## src/flash_seq_regs.svh

```systemverilog
`ifndef FLASH_SEQ_REGS_SVH
`define FLASH_SEQ_REGS_SVH
// Core-side special register addresses (designer's map)
`define ADDR_MEM_CTRL 4'h0
`define ADDR_UNLOCK 4'h1
`define ADDR_TBL_LATCH 4'h2
`define ADDR_PTR_LOW 4'h3
`define ADDR_PTR_HIGH 4'h4
`define ADDR_PTR_UPPER 4'h5
`define ADDR_STATUS 4'h6
`define ADDR_STORE_OP 4'h7
// Memory control register bit positions
`define BIT_START 1
`define BIT_WRITE_ENABLE_GATE 2
`define BIT_ERASE 4
`define BIT_CONFIG_SPACE_SELECT 6
`define BIT_PGMSEL 7
// Unlock key bytes
`define KEY_FIRST 8'h55
`define KEY_SECOND 8'hAA
// Holding register reset value
`define HOLD_RESET 8'hFF
// Long write duration in microseconds and clock rate in MHz
`define LONG_WRITE_US 2000
`define CLK_MHZ 10
`define LONG_WRITE_CYCLES (`LONG_WRITE_US * `CLK_MHZ)
`endif

```

## src/flash_seq_pkg.sv

```systemverilog
`default_nettype none
package flash_seq_pkg;
  // Operation kinds sent to the flash array
  typedef enum logic [1:0] {
    OP_IDLE_TYPE = 2'b00,
    OP_ERASE_TYPE = 2'b01,
    OP_PROGRAM_TYPE = 2'b10
  } flash_op_type;
  // Sequencer states
  typedef enum logic [1:0] {
    ST_IDLE = 2'b00,
    ST_KEY1 = 2'b01,
    ST_KEY2 = 2'b10,
    ST_BUSY = 2'b11
  } seq_state_type;
endpackage : flash_seq_pkg
`default_nettype wire

```

## src/flash_seq_if.sv

```systemverilog
`timescale 1ns/100ps
`default_nettype none
interface flash_seq_if;
  // Core bus to the sequencer
  logic [3:0] addr;
  logic [7:0] wdata;
  logic wr;
  logic rd;
  logic [7:0] rdata;
  // Stall back to the core
  logic stall;
  modport seq (input addr, input wdata, input wr, input rd, output rdata, output stall);
  modport core (output addr, output wdata, output wr, output rd, input rdata, input stall);
endinterface : flash_seq_if
`default_nettype wire

```

## src/flash_program_erase_write_seq.sv

```systemverilog
// The register offsets and the plain strobed port are this design's own decisions.
`timescale 1ns/100ps
`default_nettype none
`include "flash_seq_regs.svh"
// Contract
// [RULE1] Erase unit is 64 bytes, 32 words
// [RULE2] No single-word erase exists
// [RULE3] Erase block from pointer bits 21:6
// [RULE4] Erase-select bit chooses erase over program
// [RULE5] Software sets selects and write gate first
// [RULE6] Long write needs 55h, AAh, then go
// [RULE7] Core stalls for whole long write
// [RULE8] Internal timer ends each 2 ms cycle
// [RULE9] Program whole 8 or 16 byte block
// [RULE10] One holding register per block byte
// [RULE11] Software fills holders then unlocks
// [RULE12] Holders reset to FFh, also after write
// [RULE13] FFh holder leaves flash byte unchanged
// [RULE14] Partially loaded block is allowed
// [RULE15] Software keeps pointer inside held range
// [RULE16] Software does read-modify-erase-program flow
// [RULE17] Self erase never exceeds one block
// [RULE18] Software masks interrupts around unlock
// [RULE19] Low pointer bits pick holding register
// [RULE20] Program address ignores in-block bits
module flash_program_erase_write_seq #(
  parameter int BLOCK_BYTES = 16,
  parameter int LONG_CYCLES = `LONG_WRITE_CYCLES
) (
  // Clock and reset
  input wire logic clk_i,
  input wire logic nrst_i,
  // Core side
  flash_seq_if.seq bus,
  // Flash array side
  output logic [1:0] flash_op_o,
  output logic [21:0] flash_addr_o,
  output logic [BLOCK_BYTES*8-1:0] flash_data_o,
  output logic [BLOCK_BYTES-1:0] flash_byte_en_o,
  output logic flash_busy_o
);
  localparam int IDX_W = $clog2(BLOCK_BYTES);
  localparam int CNT_W = $clog2(LONG_CYCLES + 1);
  flash_seq_pkg::seq_state_type state_reg, state_next;
  logic [7:0] ctrl_reg; // Memory control register
  logic [7:0] latch_reg; // Table byte latch
  logic [21:0] table_pointer_reg; // Table pointer
  logic [7:0] hold_reg [BLOCK_BYTES]; // Holding registers
  logic [CNT_W-1:0] timer_reg; // Programming timer
  logic [1:0] op_reg; // Current operation
  logic [21:0] op_addr_reg; // Latched operation address
  // Decode strobes
  wire wr_ctrl = bus.wr && (bus.addr == `ADDR_MEM_CTRL);
  wire wr_unlock = bus.wr && (bus.addr == `ADDR_UNLOCK);
  wire wr_latch = bus.wr && (bus.addr == `ADDR_TBL_LATCH);
  wire wr_plow = bus.wr && (bus.addr == `ADDR_PTR_LOW);
  wire wr_phigh = bus.wr && (bus.addr == `ADDR_PTR_HIGH);
  wire wr_pupper = bus.wr && (bus.addr == `ADDR_PTR_UPPER);
  wire store_op = bus.wr && (bus.addr == `ADDR_STORE_OP);
  wire key_first = wr_unlock && (bus.wdata == `KEY_FIRST); // First unlock key written
  wire key_second = wr_unlock && (bus.wdata == `KEY_SECOND); // Second unlock key written
  // Start allowed only with program space, no config space, gate set; see [RULE5]
  wire gate_ok = ctrl_reg[`BIT_PGMSEL] && !ctrl_reg[`BIT_CONFIG_SPACE_SELECT] && ctrl_reg[`BIT_WRITE_ENABLE_GATE];
  wire go_req = wr_ctrl && bus.wdata[`BIT_START] && gate_ok;
  wire start = (state_reg == flash_seq_pkg::ST_KEY2) && go_req; // see [RULE6]
  wire done = (state_reg == flash_seq_pkg::ST_BUSY) && (timer_reg == CNT_W'(1)); // see [RULE8]
  // Holding register index from low pointer bits only; see [RULE19]
  wire [IDX_W-1:0] hold_idx = table_pointer_reg[IDX_W-1:0];
  // Unlock sequence state machine
  always_comb begin
    state_next = state_reg;
    case (state_reg)
      flash_seq_pkg::ST_IDLE: begin
        if (key_first) state_next = flash_seq_pkg::ST_KEY1;
      end
      flash_seq_pkg::ST_KEY1: begin
        // Second key must follow directly; a fresh first key restarts; see [RULE6]
        if (key_second) state_next = flash_seq_pkg::ST_KEY2;
        else if (key_first) state_next = flash_seq_pkg::ST_KEY1;
        else if (bus.wr) state_next = flash_seq_pkg::ST_IDLE;
      end
      flash_seq_pkg::ST_KEY2: begin
        // Only go follows; a first key restarts, any other write aborts
        if (start) state_next = flash_seq_pkg::ST_BUSY;
        else if (key_first) state_next = flash_seq_pkg::ST_KEY1;
        else if (bus.wr) state_next = flash_seq_pkg::ST_IDLE;
      end
      flash_seq_pkg::ST_BUSY: begin
        if (done) state_next = flash_seq_pkg::ST_IDLE;
      end
      default: state_next = flash_seq_pkg::ST_IDLE;
    endcase
  end
  // State register
  always_ff @(posedge clk_i or negedge nrst_i) begin
    if (!nrst_i) state_reg <= flash_seq_pkg::ST_IDLE;
    else state_reg <= state_next;
  end
  // Control register; start bit reads high while busy
  always_ff @(posedge clk_i or negedge nrst_i) begin
    if (!nrst_i) begin
      ctrl_reg <= 8'h00;
    end else if (done) begin
      ctrl_reg[`BIT_START] <= 1'b0;
    end else if (wr_ctrl) begin
      ctrl_reg <= bus.wdata;
      ctrl_reg[`BIT_START] <= start;
    end
  end
  // Table latch and pointer
  always_ff @(posedge clk_i or negedge nrst_i) begin
    if (!nrst_i) begin
      latch_reg <= 8'h00;
      table_pointer_reg <= 22'h000000;
    end else begin
      if (wr_latch) latch_reg <= bus.wdata;
      if (wr_plow) table_pointer_reg[7:0] <= bus.wdata;
      if (wr_phigh) table_pointer_reg[15:8] <= bus.wdata;
      if (wr_pupper) table_pointer_reg[21:16] <= bus.wdata[5:0];
    end
  end
  // Holding registers: short writes never touch flash; see [RULE10] [RULE14]
  genvar gi;
  generate
    for (gi = 0; gi < BLOCK_BYTES; gi++) begin : g_hold
      always_ff @(posedge clk_i or negedge nrst_i) begin
        if (!nrst_i) hold_reg[gi] <= `HOLD_RESET; // see [RULE12]
        else if (done && op_reg == flash_seq_pkg::OP_PROGRAM_TYPE) hold_reg[gi] <= `HOLD_RESET; // see [RULE12]
        else if (store_op && hold_idx == IDX_W'(gi)) hold_reg[gi] <= latch_reg;
      end
      assign flash_data_o[gi*8 +: 8] = hold_reg[gi]; // see [RULE9]
      // FFh bytes are not driven into the array; see [RULE13]
      assign flash_byte_en_o[gi] = (op_reg == flash_seq_pkg::OP_PROGRAM_TYPE)
                                   && (hold_reg[gi] != 8'hFF);
    end
  endgenerate
  // Operation, address latch and programming timer
  always_ff @(posedge clk_i or negedge nrst_i) begin
    if (!nrst_i) begin
      op_reg <= flash_seq_pkg::OP_IDLE_TYPE;
      op_addr_reg <= 22'h000000;
      timer_reg <= '0;
    end else if (start) begin
      timer_reg <= CNT_W'(LONG_CYCLES);
      if (ctrl_reg[`BIT_ERASE] || bus.wdata[`BIT_ERASE]) begin // see [RULE4]
        op_reg <= flash_seq_pkg::OP_ERASE_TYPE;
        // One 64-byte block only, low six bits cleared; see [RULE1] [RULE2] [RULE3] [RULE17]
        op_addr_reg <= {table_pointer_reg[21:6], 6'h00};
      end else begin
        op_reg <= flash_seq_pkg::OP_PROGRAM_TYPE;
        // In-block bits dropped; see [RULE20] [RULE15]
        op_addr_reg <= {table_pointer_reg[21:IDX_W], IDX_W'(0)};
      end
    end else if (done) begin
      op_reg <= flash_seq_pkg::OP_IDLE_TYPE;
      timer_reg <= '0;
    end else if (state_reg == flash_seq_pkg::ST_BUSY) begin
      timer_reg <= timer_reg - CNT_W'(1); // see [RULE8]
    end
  end
  assign flash_op_o = op_reg;
  assign flash_addr_o = op_addr_reg;
  assign flash_busy_o = (state_reg == flash_seq_pkg::ST_BUSY);
  assign bus.stall = (state_reg == flash_seq_pkg::ST_BUSY); // see [RULE7]
  // Read mux; software verifies by reading back; see [RULE16]
  wire [7:0] status_byte = {6'h00, state_reg};
  assign bus.rdata = !bus.rd ? 8'h00 :
                     (bus.addr == `ADDR_MEM_CTRL) ? ctrl_reg :
                     (bus.addr == `ADDR_TBL_LATCH) ? latch_reg :
                     (bus.addr == `ADDR_PTR_LOW) ? table_pointer_reg[7:0] :
                     (bus.addr == `ADDR_PTR_HIGH) ? table_pointer_reg[15:8] :
                     (bus.addr == `ADDR_PTR_UPPER) ? {2'h0, table_pointer_reg[21:16]} :
                     (bus.addr == `ADDR_STATUS) ? status_byte : 8'h00;
endmodule : flash_program_erase_write_seq
`default_nettype wire

```

## src/flat_wrapper.sv

```systemverilog
// flat-port wrapper written by rule: the top's interface ports become plain ports
module flash_program_erase_write_seq_flat 
#(
  parameter int BLOCK_BYTES = 16,
  parameter int LONG_CYCLES = `LONG_WRITE_CYCLES
)
  (clk_i, nrst_i, flash_op_o, flash_addr_o, flash_data_o, flash_byte_en_o, flash_busy_o, bus_addr, bus_wdata, bus_wr, bus_rd, bus_rdata, bus_stall);
  flash_seq_if bus_i ();
  input wire logic clk_i;
  input wire logic nrst_i;
  output logic [1:0] flash_op_o;
  output logic [21:0] flash_addr_o;
  output logic [BLOCK_BYTES*8-1:0] flash_data_o;
  output logic [BLOCK_BYTES-1:0] flash_byte_en_o;
  output logic flash_busy_o;
  input wire logic [$bits(bus_i.addr)-1:0] bus_addr;
  input wire logic [$bits(bus_i.wdata)-1:0] bus_wdata;
  input wire logic [$bits(bus_i.wr)-1:0] bus_wr;
  input wire logic [$bits(bus_i.rd)-1:0] bus_rd;
  output wire logic [$bits(bus_i.rdata)-1:0] bus_rdata;
  output wire logic [$bits(bus_i.stall)-1:0] bus_stall;
  assign bus_i.addr = bus_addr;
  assign bus_i.wdata = bus_wdata;
  assign bus_i.wr = bus_wr;
  assign bus_i.rd = bus_rd;
  assign bus_rdata = bus_i.rdata;
  assign bus_stall = bus_i.stall;
  flash_program_erase_write_seq #(.BLOCK_BYTES(BLOCK_BYTES), .LONG_CYCLES(LONG_CYCLES)) u_core (.clk_i(clk_i), .nrst_i(nrst_i), .bus(bus_i), .flash_op_o(flash_op_o), .flash_addr_o(flash_addr_o), .flash_data_o(flash_data_o), .flash_byte_en_o(flash_byte_en_o), .flash_busy_o(flash_busy_o));
endmodule
```

## config.mk

```make
export PLATFORM = sky130hd
export DESIGN_NAME = flash_program_erase_write_seq_flat
export DESIGN_NICKNAME = d
export VERILOG_FILES = /design/src/flash_seq_pkg.sv /design/src/flash_seq_if.sv /design/src/flash_program_erase_write_seq.sv /design/src/flat_wrapper.sv
export VERILOG_INCLUDE_DIRS = /design/src
export SDC_FILE = /design/constraint.sdc
export NUM_CORES = 1
export LEC_CHECK = 0
export BUFFER_PORTS_ARGS = -buffer_cell sky130_fd_sc_hd__buf_2
export CAP_MARGIN = 30
export CORE_ASPECT_RATIO = 1.2
export CORE_MARGIN = 3
export CORE_UTILIZATION = 41
export CTS_CLUSTER_SIZE = 30
export DETAILED_ROUTE_END_ITERATION = 10
export PLACE_DENSITY_LB_ADDON = 0.12
export REMOVE_ABC_BUFFERS = 1
export SLEW_MARGIN = 40
export SYNTH_ARGS = -nofsm -noshare
export SYNTH_HDL_FRONTEND = slang
export SYNTH_SLANG_ARGS = --single-unit
```

## constraint.sdc

```tcl
create_clock -name clk_i -period 6 [get_ports clk_i]
set_input_delay 0.6 -clock clk_i [delete_from_list [all_inputs] [get_ports clk_i]]
set_output_delay 0.6 -clock clk_i [all_outputs]
set_load 0.005 [all_outputs]
```

==> reports/metrics.csv, run 1 <==
metric;value;unit
final WL;26100;µm
minimum clock period;3.23;ns
via count;7256;
Setup TNS;0;ns
largest net degree at the start of global routing;109;
fin crit share;53.8;%
Vias per Instance;5.26;
synthesized flop and latch total;203;
initial antenna violation count;0;
Final Hold Fails;0;
Final HPWL DP;17500;µm
clk sinks;203;
Post-Layout Cell Count;1380;
# H-tree levels;1;
synth-to-layout area growth;19.7;%
Seq/Total Area, Yosys;55.4;%
DRT antenna net count;0;
Starting Density;41.9;%
Post-synth ARST share;100;%
Core Footprint;0.0226;mm²
RSZ-0062 raised after global routing;no;
Most used DFF post-synth;dfstp_2;
Max FO, Critical Path;10;
Data required, critical path;5.40;ns
Gate Count Post-Synth;893;
YS warnings;0;
Ports;194;
dpl cells;1338;
Clock Skews;0.0160;ns
CTS clk-pin slew, worst paths;0.06;ns
Max Cap Viol;0;
Worst slew margin;48.7;%
Leakage;5.14;nW
status;complete, no violations;
Die Area;0.0250;mm²
Yosys cell types;56;
# hold bufs at CTS;0;
cell area power density;328;mW/mm²
Longest Clk Path Bufs;3;
postcts setup bufs;0;
CP arrival;2.63;ns
first-pass GRT wire length;41300;µm
EDFF count, synth;0;
Clock Latency Late Sink;0.51;ns
global router's overall resource usage;20.9;%
input/output buffers;189;
mapped cell area;0.00947;mm²
Critical Path Source Type;register;
cts bufs inserted;23;
max FFs per register;128;
Slew @ Worst Pin;0.766;ns
Fmax;0.310;GHz
Die H;172;µm
worst min-delay path class;in2async;
drt initial violations;375;
gpl congestion;0.825;
CTS tree;done;
post_cts resized;0;
gr ovfl total;0;
CP Capture Type;primary output;
VDD IR max;0.000178;V
total power draw;0.00371;W
ratio of cells with drive above 1 in the final layout;38.5;%
max-slew violations;0;
CTS root buf;clkbuf_16;
FP Rows;60;
drt first pass iters;4;
Final setup viols;0;
average size of a mapped cell;10.6;µm²
post-layout net count;1071;
critical path start-end classification;reg2out;
die width;145;µm
Antenna diodes;0;
wire length per cell;18.9;µm
vias in the first global route;7098;
DRC;0;
-- final cells by class --
class | instances | area (µm²)
Clock inverter | 8 | 72.6
Fill cell | 2158 | 11300
Timing Repair Buffer | 196 | 1020
Inverter | 10 | 37.5
Clock buffer | 34 | 647
Tap cell | 310 | 388
Multi-Input combinational cell | 619 | 3920
Sequential cell | 203 | 5250
-- metrics by stage --
stage | instance area (µm²) | utilization (%) | setup slack, ns | hold slack (ns)
finish | 11300 | 50.1 | 2.77 | 0.147
CTS | 11300 | 50.1 | 2.75 | 0.220
global placement | 10600 | 46.9 | 3.08 | 0.457
floorplan | 9180 | - | 2.07 | 0.304
detailed placement | 10600 | 47.0 | 3.05 | 0.461
global route | 11300 | 50.1 | 2.59 | 0.187
-- worst max-delay path, stage by stage, from the launching register on --
cell and delay [ns]:
dfrtp_1 0.67, clkinv_1 0.56, o22ai_1 0.33, a22oi_1 0.13
a2bb2oi_1 0.16, nor2_1 0.15, buf_2 0.13
-- per-layer routing --
layer / GRT usage (%) / vias to the layer above / wire length [µm]
li1: - / 3450 / -
met1: 29.1 / 3597 / 11400
met2: 35.3 / 186 / 13100
met3: 2.79 / 23 / 1300
met4: 4.22 / 0 / 280
met5: 0 / - / 0
-- kinds of logic after synthesis --
family          synth area share (%)
buf+inv                         3.58
simple gates                    19.5
flops                           55.4
fa+ha+maj                      0.264
compound gates                  7.20
mux                             14.1
other cells                   0.0396
-- synth_stat cells (2+ instances only) --
master / n / area share [%]
nand2_1: 207 / 8.2
dfstp_2: 128 / 36
mux2i_1: 97 / 10
dfrtp_1: 75 / 20
nor2_1: 53 / 2.1
clkbuf_1: 37 / 1.5
nand4_1: 34 / 2.2
o211ai_1: 33 / 2.6
mux2_2: 32 / 3.8
nand3_1: 24 / 1.3
o21ai_0: 20 / 1.1
buf_2: 16 / 0.85
nor2b_1: 12 / 0.79
nor3_1: 10 / 0.53
buf_4: 9 / 0.71
o22ai_1: 8 / 0.53
nand2b_1: 7 / 0.46
nor4_1: 7 / 0.46
a22oi_1: 6 / 0.48
inv_1: 6 / 0.24
or3_1: 5 / 0.33
a211o_1: 4 / 0.37
a2bb2oi_1: 4 / 0.37
a31oi_1: 4 / 0.26
clkinv_1: 4 / 0.16
nor2_2: 4 / 0.26
nor4bb_1: 4 / 0.42
or4_1: 4 / 0.32
nor3_4: 3 / 0.52
a21boi_0: 2 / 0.16
a21o_1: 2 / 0.16
a22o_1: 2 / 0.19
and2_1: 2 / 0.13
ha_1: 2 / 0.26
nor4_4: 2 / 0.45
o2111a_1: 2 / 0.24
o221ai_1: 2 / 0.19
o31ai_1: 2 / 0.16
-- cell usage in the layout, fill, tap and decap left out, drive strengths merged, types with 9 or more instances in the layout --
cell type,netlist,final
mux2i,97,97
dfrtp,75,75
mux2,32,32
o21ai,20,20
clkinv,4,9
nor4,9,9
nor3,14,14
nand4,34,34
nand3,25,25
nor2b,12,12
nor2,57,57
dfstp,128,128
nand2,207,207
clkbuf,37,34
o211ai,33,33
buf,27,196
-- power breakdown --
| group | switching [W] | total (W) | leakage, nW | internal, W |
|---|---|---|---|---|
| Clock | 0.000554 | 0.00135 | 0.357 | 0.000792 |
| Sequential | 0.000242 | 0.00186 | 2.29 | 0.00162 |
| Combinational | 0.000261 | 0.000509 | 2.49 | 0.000248 |
-- worst paths after layout --
check / cells after the start / slack, ns / from / to
worst min register to register: 2 / 0.47 / u_core.flash_addr_o[11]$_DFFE_PN0P_ / u_core.flash_addr_o[11]$_DFFE_PN0P_
min in group clk_i: 3 / 0.43 / bus_wdata[0] / u_core.table_pointer_reg[0]$_DFFE_PN0P_
worst max-delay path: 6 / 2.77 / u_core.latch_reg[4]$_DFFE_PN0P_ / bus_rdata[4]
worst min-delay path: 1 / 0.15 / nrst_i / u_core.timer_reg[8]$_DFFE_PN0P_
worst max register to register: 8 / 3.33 / u_core.timer_reg[1]$_DFFE_PN0P_ / u_core.timer_reg[5]$_DFFE_PN0P_
max in group asynchronous: 2 / 4.86 / nrst_i / u_core.table_pointer_reg[13]$_DFFE_PN0P_
Note: power is estimated with default switching activity, not from simulation.
==> run 2: changes to the inputs <==
clock period = 2.9 ns   (was 6 ns; I/O delays follow)
==> reports/metrics.csv, run 2 (synthesized netlist as in run 1, its figures left out) <==
metric;value;unit
status;complete, no violations;
ratio of cells with drive above 1 in the final layout;38.4;%
Worst Path Buf+Inv;2;
post_cts resized;0;
Starting Density;41.9;%
cts bufs inserted;21;
post-layout net count;1086;
worst min-delay path class;in2reg;
gpl congestion;0.823;
Die H;172;µm
DRC;0;
most frequent cells in the layout;207 x nand2_1, 188 x buf_2, 128 x dfstp_2;
first-pass GRT wire length;40800;µm
drt first pass iters;5;
max FFs per register;128;
Longest Clk Path Bufs;3;
RSZ-0062 raised after global routing;no;
Max Cap Viol;0;
CTS clk-pin slew, worst paths;0.06;ns
Worst R2R Start;u_core.timer_reg[1]$_DFFE_PN0P_;
synth-to-layout area growth;20.2;%
largest net degree at the start of global routing;117;
postcts setup bufs;0;
Antenna diodes;0;
total power draw;0.00741;W
met1 WL;11700;µm
Worst Hold Launch;bus_wdata[0];
FP Rows;60;
CP Cell Sequence;inv_1 > ha_1 > or3b_2 > nor4_4 > and2_1 > nand2b_4 > buf_12 > o211ai_1;
CP peak stage delay;0.47;ns
cell area power density;652;mW/mm²
CP Capture Type;register;
Die Area;0.0250;mm²
CTS tree;done;
WHS Endpoint;u_core.table_pointer_reg[0]$_DFFE_PN0P_;
Critical Path Source Type;register;
VDD IR max;0.000357;V
post-route cell area;0.0114;mm²
commonest non-fill, non-tap cell in the layout;nand2_1;
Slew @ Worst Pin;0.701;ns
# hold bufs at CTS;1;
DRT antenna net count;0;
global router's overall resource usage;20.6;%
final WL;26100;µm
Data required, critical path;3.29;ns
Core Util, Final;50.3;%
Fmax;0.400;GHz
Core Footprint;0.0226;mm²
Ports;194;
# H-tree levels;1;
Max FO, Critical Path;116;
die width;145;µm
max-slew violations;0;
drt initial violations;494;
highest routed layer;met4;
met2 wire length;12700;µm
reg2reg setup slack;0.40;ns
wire length per cell;18.8;µm
Final Hold Fails;0;
gr ovfl total;0;
Placed Area;0.0107;mm²
Vias per Instance;5.26;
minimum clock period;2.50;ns
input/output buffers;189;
reg2reg end;u_core.flash_data_o[45]$_DFFE_PN1P_;
Clock Latency Late Sink;0.49;ns
critical path start-end classification;reg2reg;
Worst slew margin;53.3;%
initial antenna violation count;0;
via count;7315;
clk sinks;203;
pre-CTS WS;0.311;ns
CTS root buf;clkbuf_16;
Leakage;5.17;nW
CP arrival;2.90;ns
hold depth;3;
met3 WL;1150;µm
Final HPWL DP;17700;µm
Final setup viols;0;
vias in the first global route;7048;
CP max stage cell;or3b_2;
fin crit share;86.2;%
Crit path max-delay family;simple AND/OR/NAND/NOR gates;
Setup WS post-layout;0.399;ns
Clock Skews;0.00926;ns
Reg2Reg Depth;8;
run 2: changes by cell type in the layout (fill, tap and decap cells not counted), sizes merged:
cell	change
buf	+15
clkinv	-2
inv	-2
bufinv	-1
clkbuf	+1
dlygate4sd3	+1
run 2: final cells by class:
class	instances	area (µm²)
inverters	10	37.5
fillers	2132	11200
flip-flops and latches	203	5240
clock buffers	34	604
clock inverters	3	12.5
repair buffers	213	1170
multi-input cells	619	3920
well taps	310	388
run 2: routing by layer:
layer | up-vias | global-route usage [%]
met3 | 33 | 2.52
met2 | 199 | 34.0
met5 | - | 0
met4 | 0 | 5.15
met1 | 3597 | 28.9
li1 | 3486 | -
run 2: worst max path at each step:
stage          depth (start not counted)                              endpoint  slack (ns)                            start
6_report                               8   u_core.flash_data_o[45]$_DFFE_PN1P_        0.40  u_core.timer_reg[1]$_DFFE_PN0P_
3_5_place_dp                           6   u_core.flash_data_o[84]$_DFFE_PN1P_        0.31                      bus_addr[0]
4_1_cts                                7       u_core.timer_reg[5]$_DFFE_PN0P_        0.40  u_core.timer_reg[1]$_DFFE_PN0P_
2_1_floorplan                          7  u_core.flash_data_o[106]$_DFFE_PN1P_       -1.03  u_core.timer_reg[1]$_DFFE_PN0P_
5_1_grt                                8   u_core.flash_data_o[59]$_DFFE_PN1P_        0.25  u_core.timer_reg[1]$_DFFE_PN0P_
3_3_place_gp                           6  u_core.flash_data_o[101]$_DFFE_PN1P_        0.35                      bus_addr[0]
run 2: power breakdown:
group	total (W)	leakage (nW)	switching (W)	internal, W
logic	0.00117	2.58	0.000619	0.000548
registers	0.00377	2.29	0.000427	0.00335
clock network	0.00247	0.299	0.00105	0.00142
total	0.00741	5.17	0.00210	0.00531
run 2: worst register-to-register path: cells and delay by family, from the launching register on:
kind / cells / cell delay [ns]
AO/OA/AOI/OAI: 1 / 0.33
flip-flops: 1 / 0.40
buffers and inverters: 2 / 0.33
adder cells (fa/ha/maj): 1 / 0.13
AND/OR/NAND/NOR: 4 / 1.23
run 2: metrics by stage:
| step | std cells | hold slack, ns | setup TNS (ns) |
|---|---|---|---|
| 6_report | 1392 | 0.135 | 0 |
| 5_1_grt | 1392 | 0.137 | 0 |
| 4_1_cts | 1392 | 0.120 | 0 |
| 3_5_place_dp | 1354 | 0.413 | 0 |
| 3_3_place_gp | 1354 | 0.412 | 0 |
| 2_1_floorplan | 832 | -0.00559 | -114.34 |
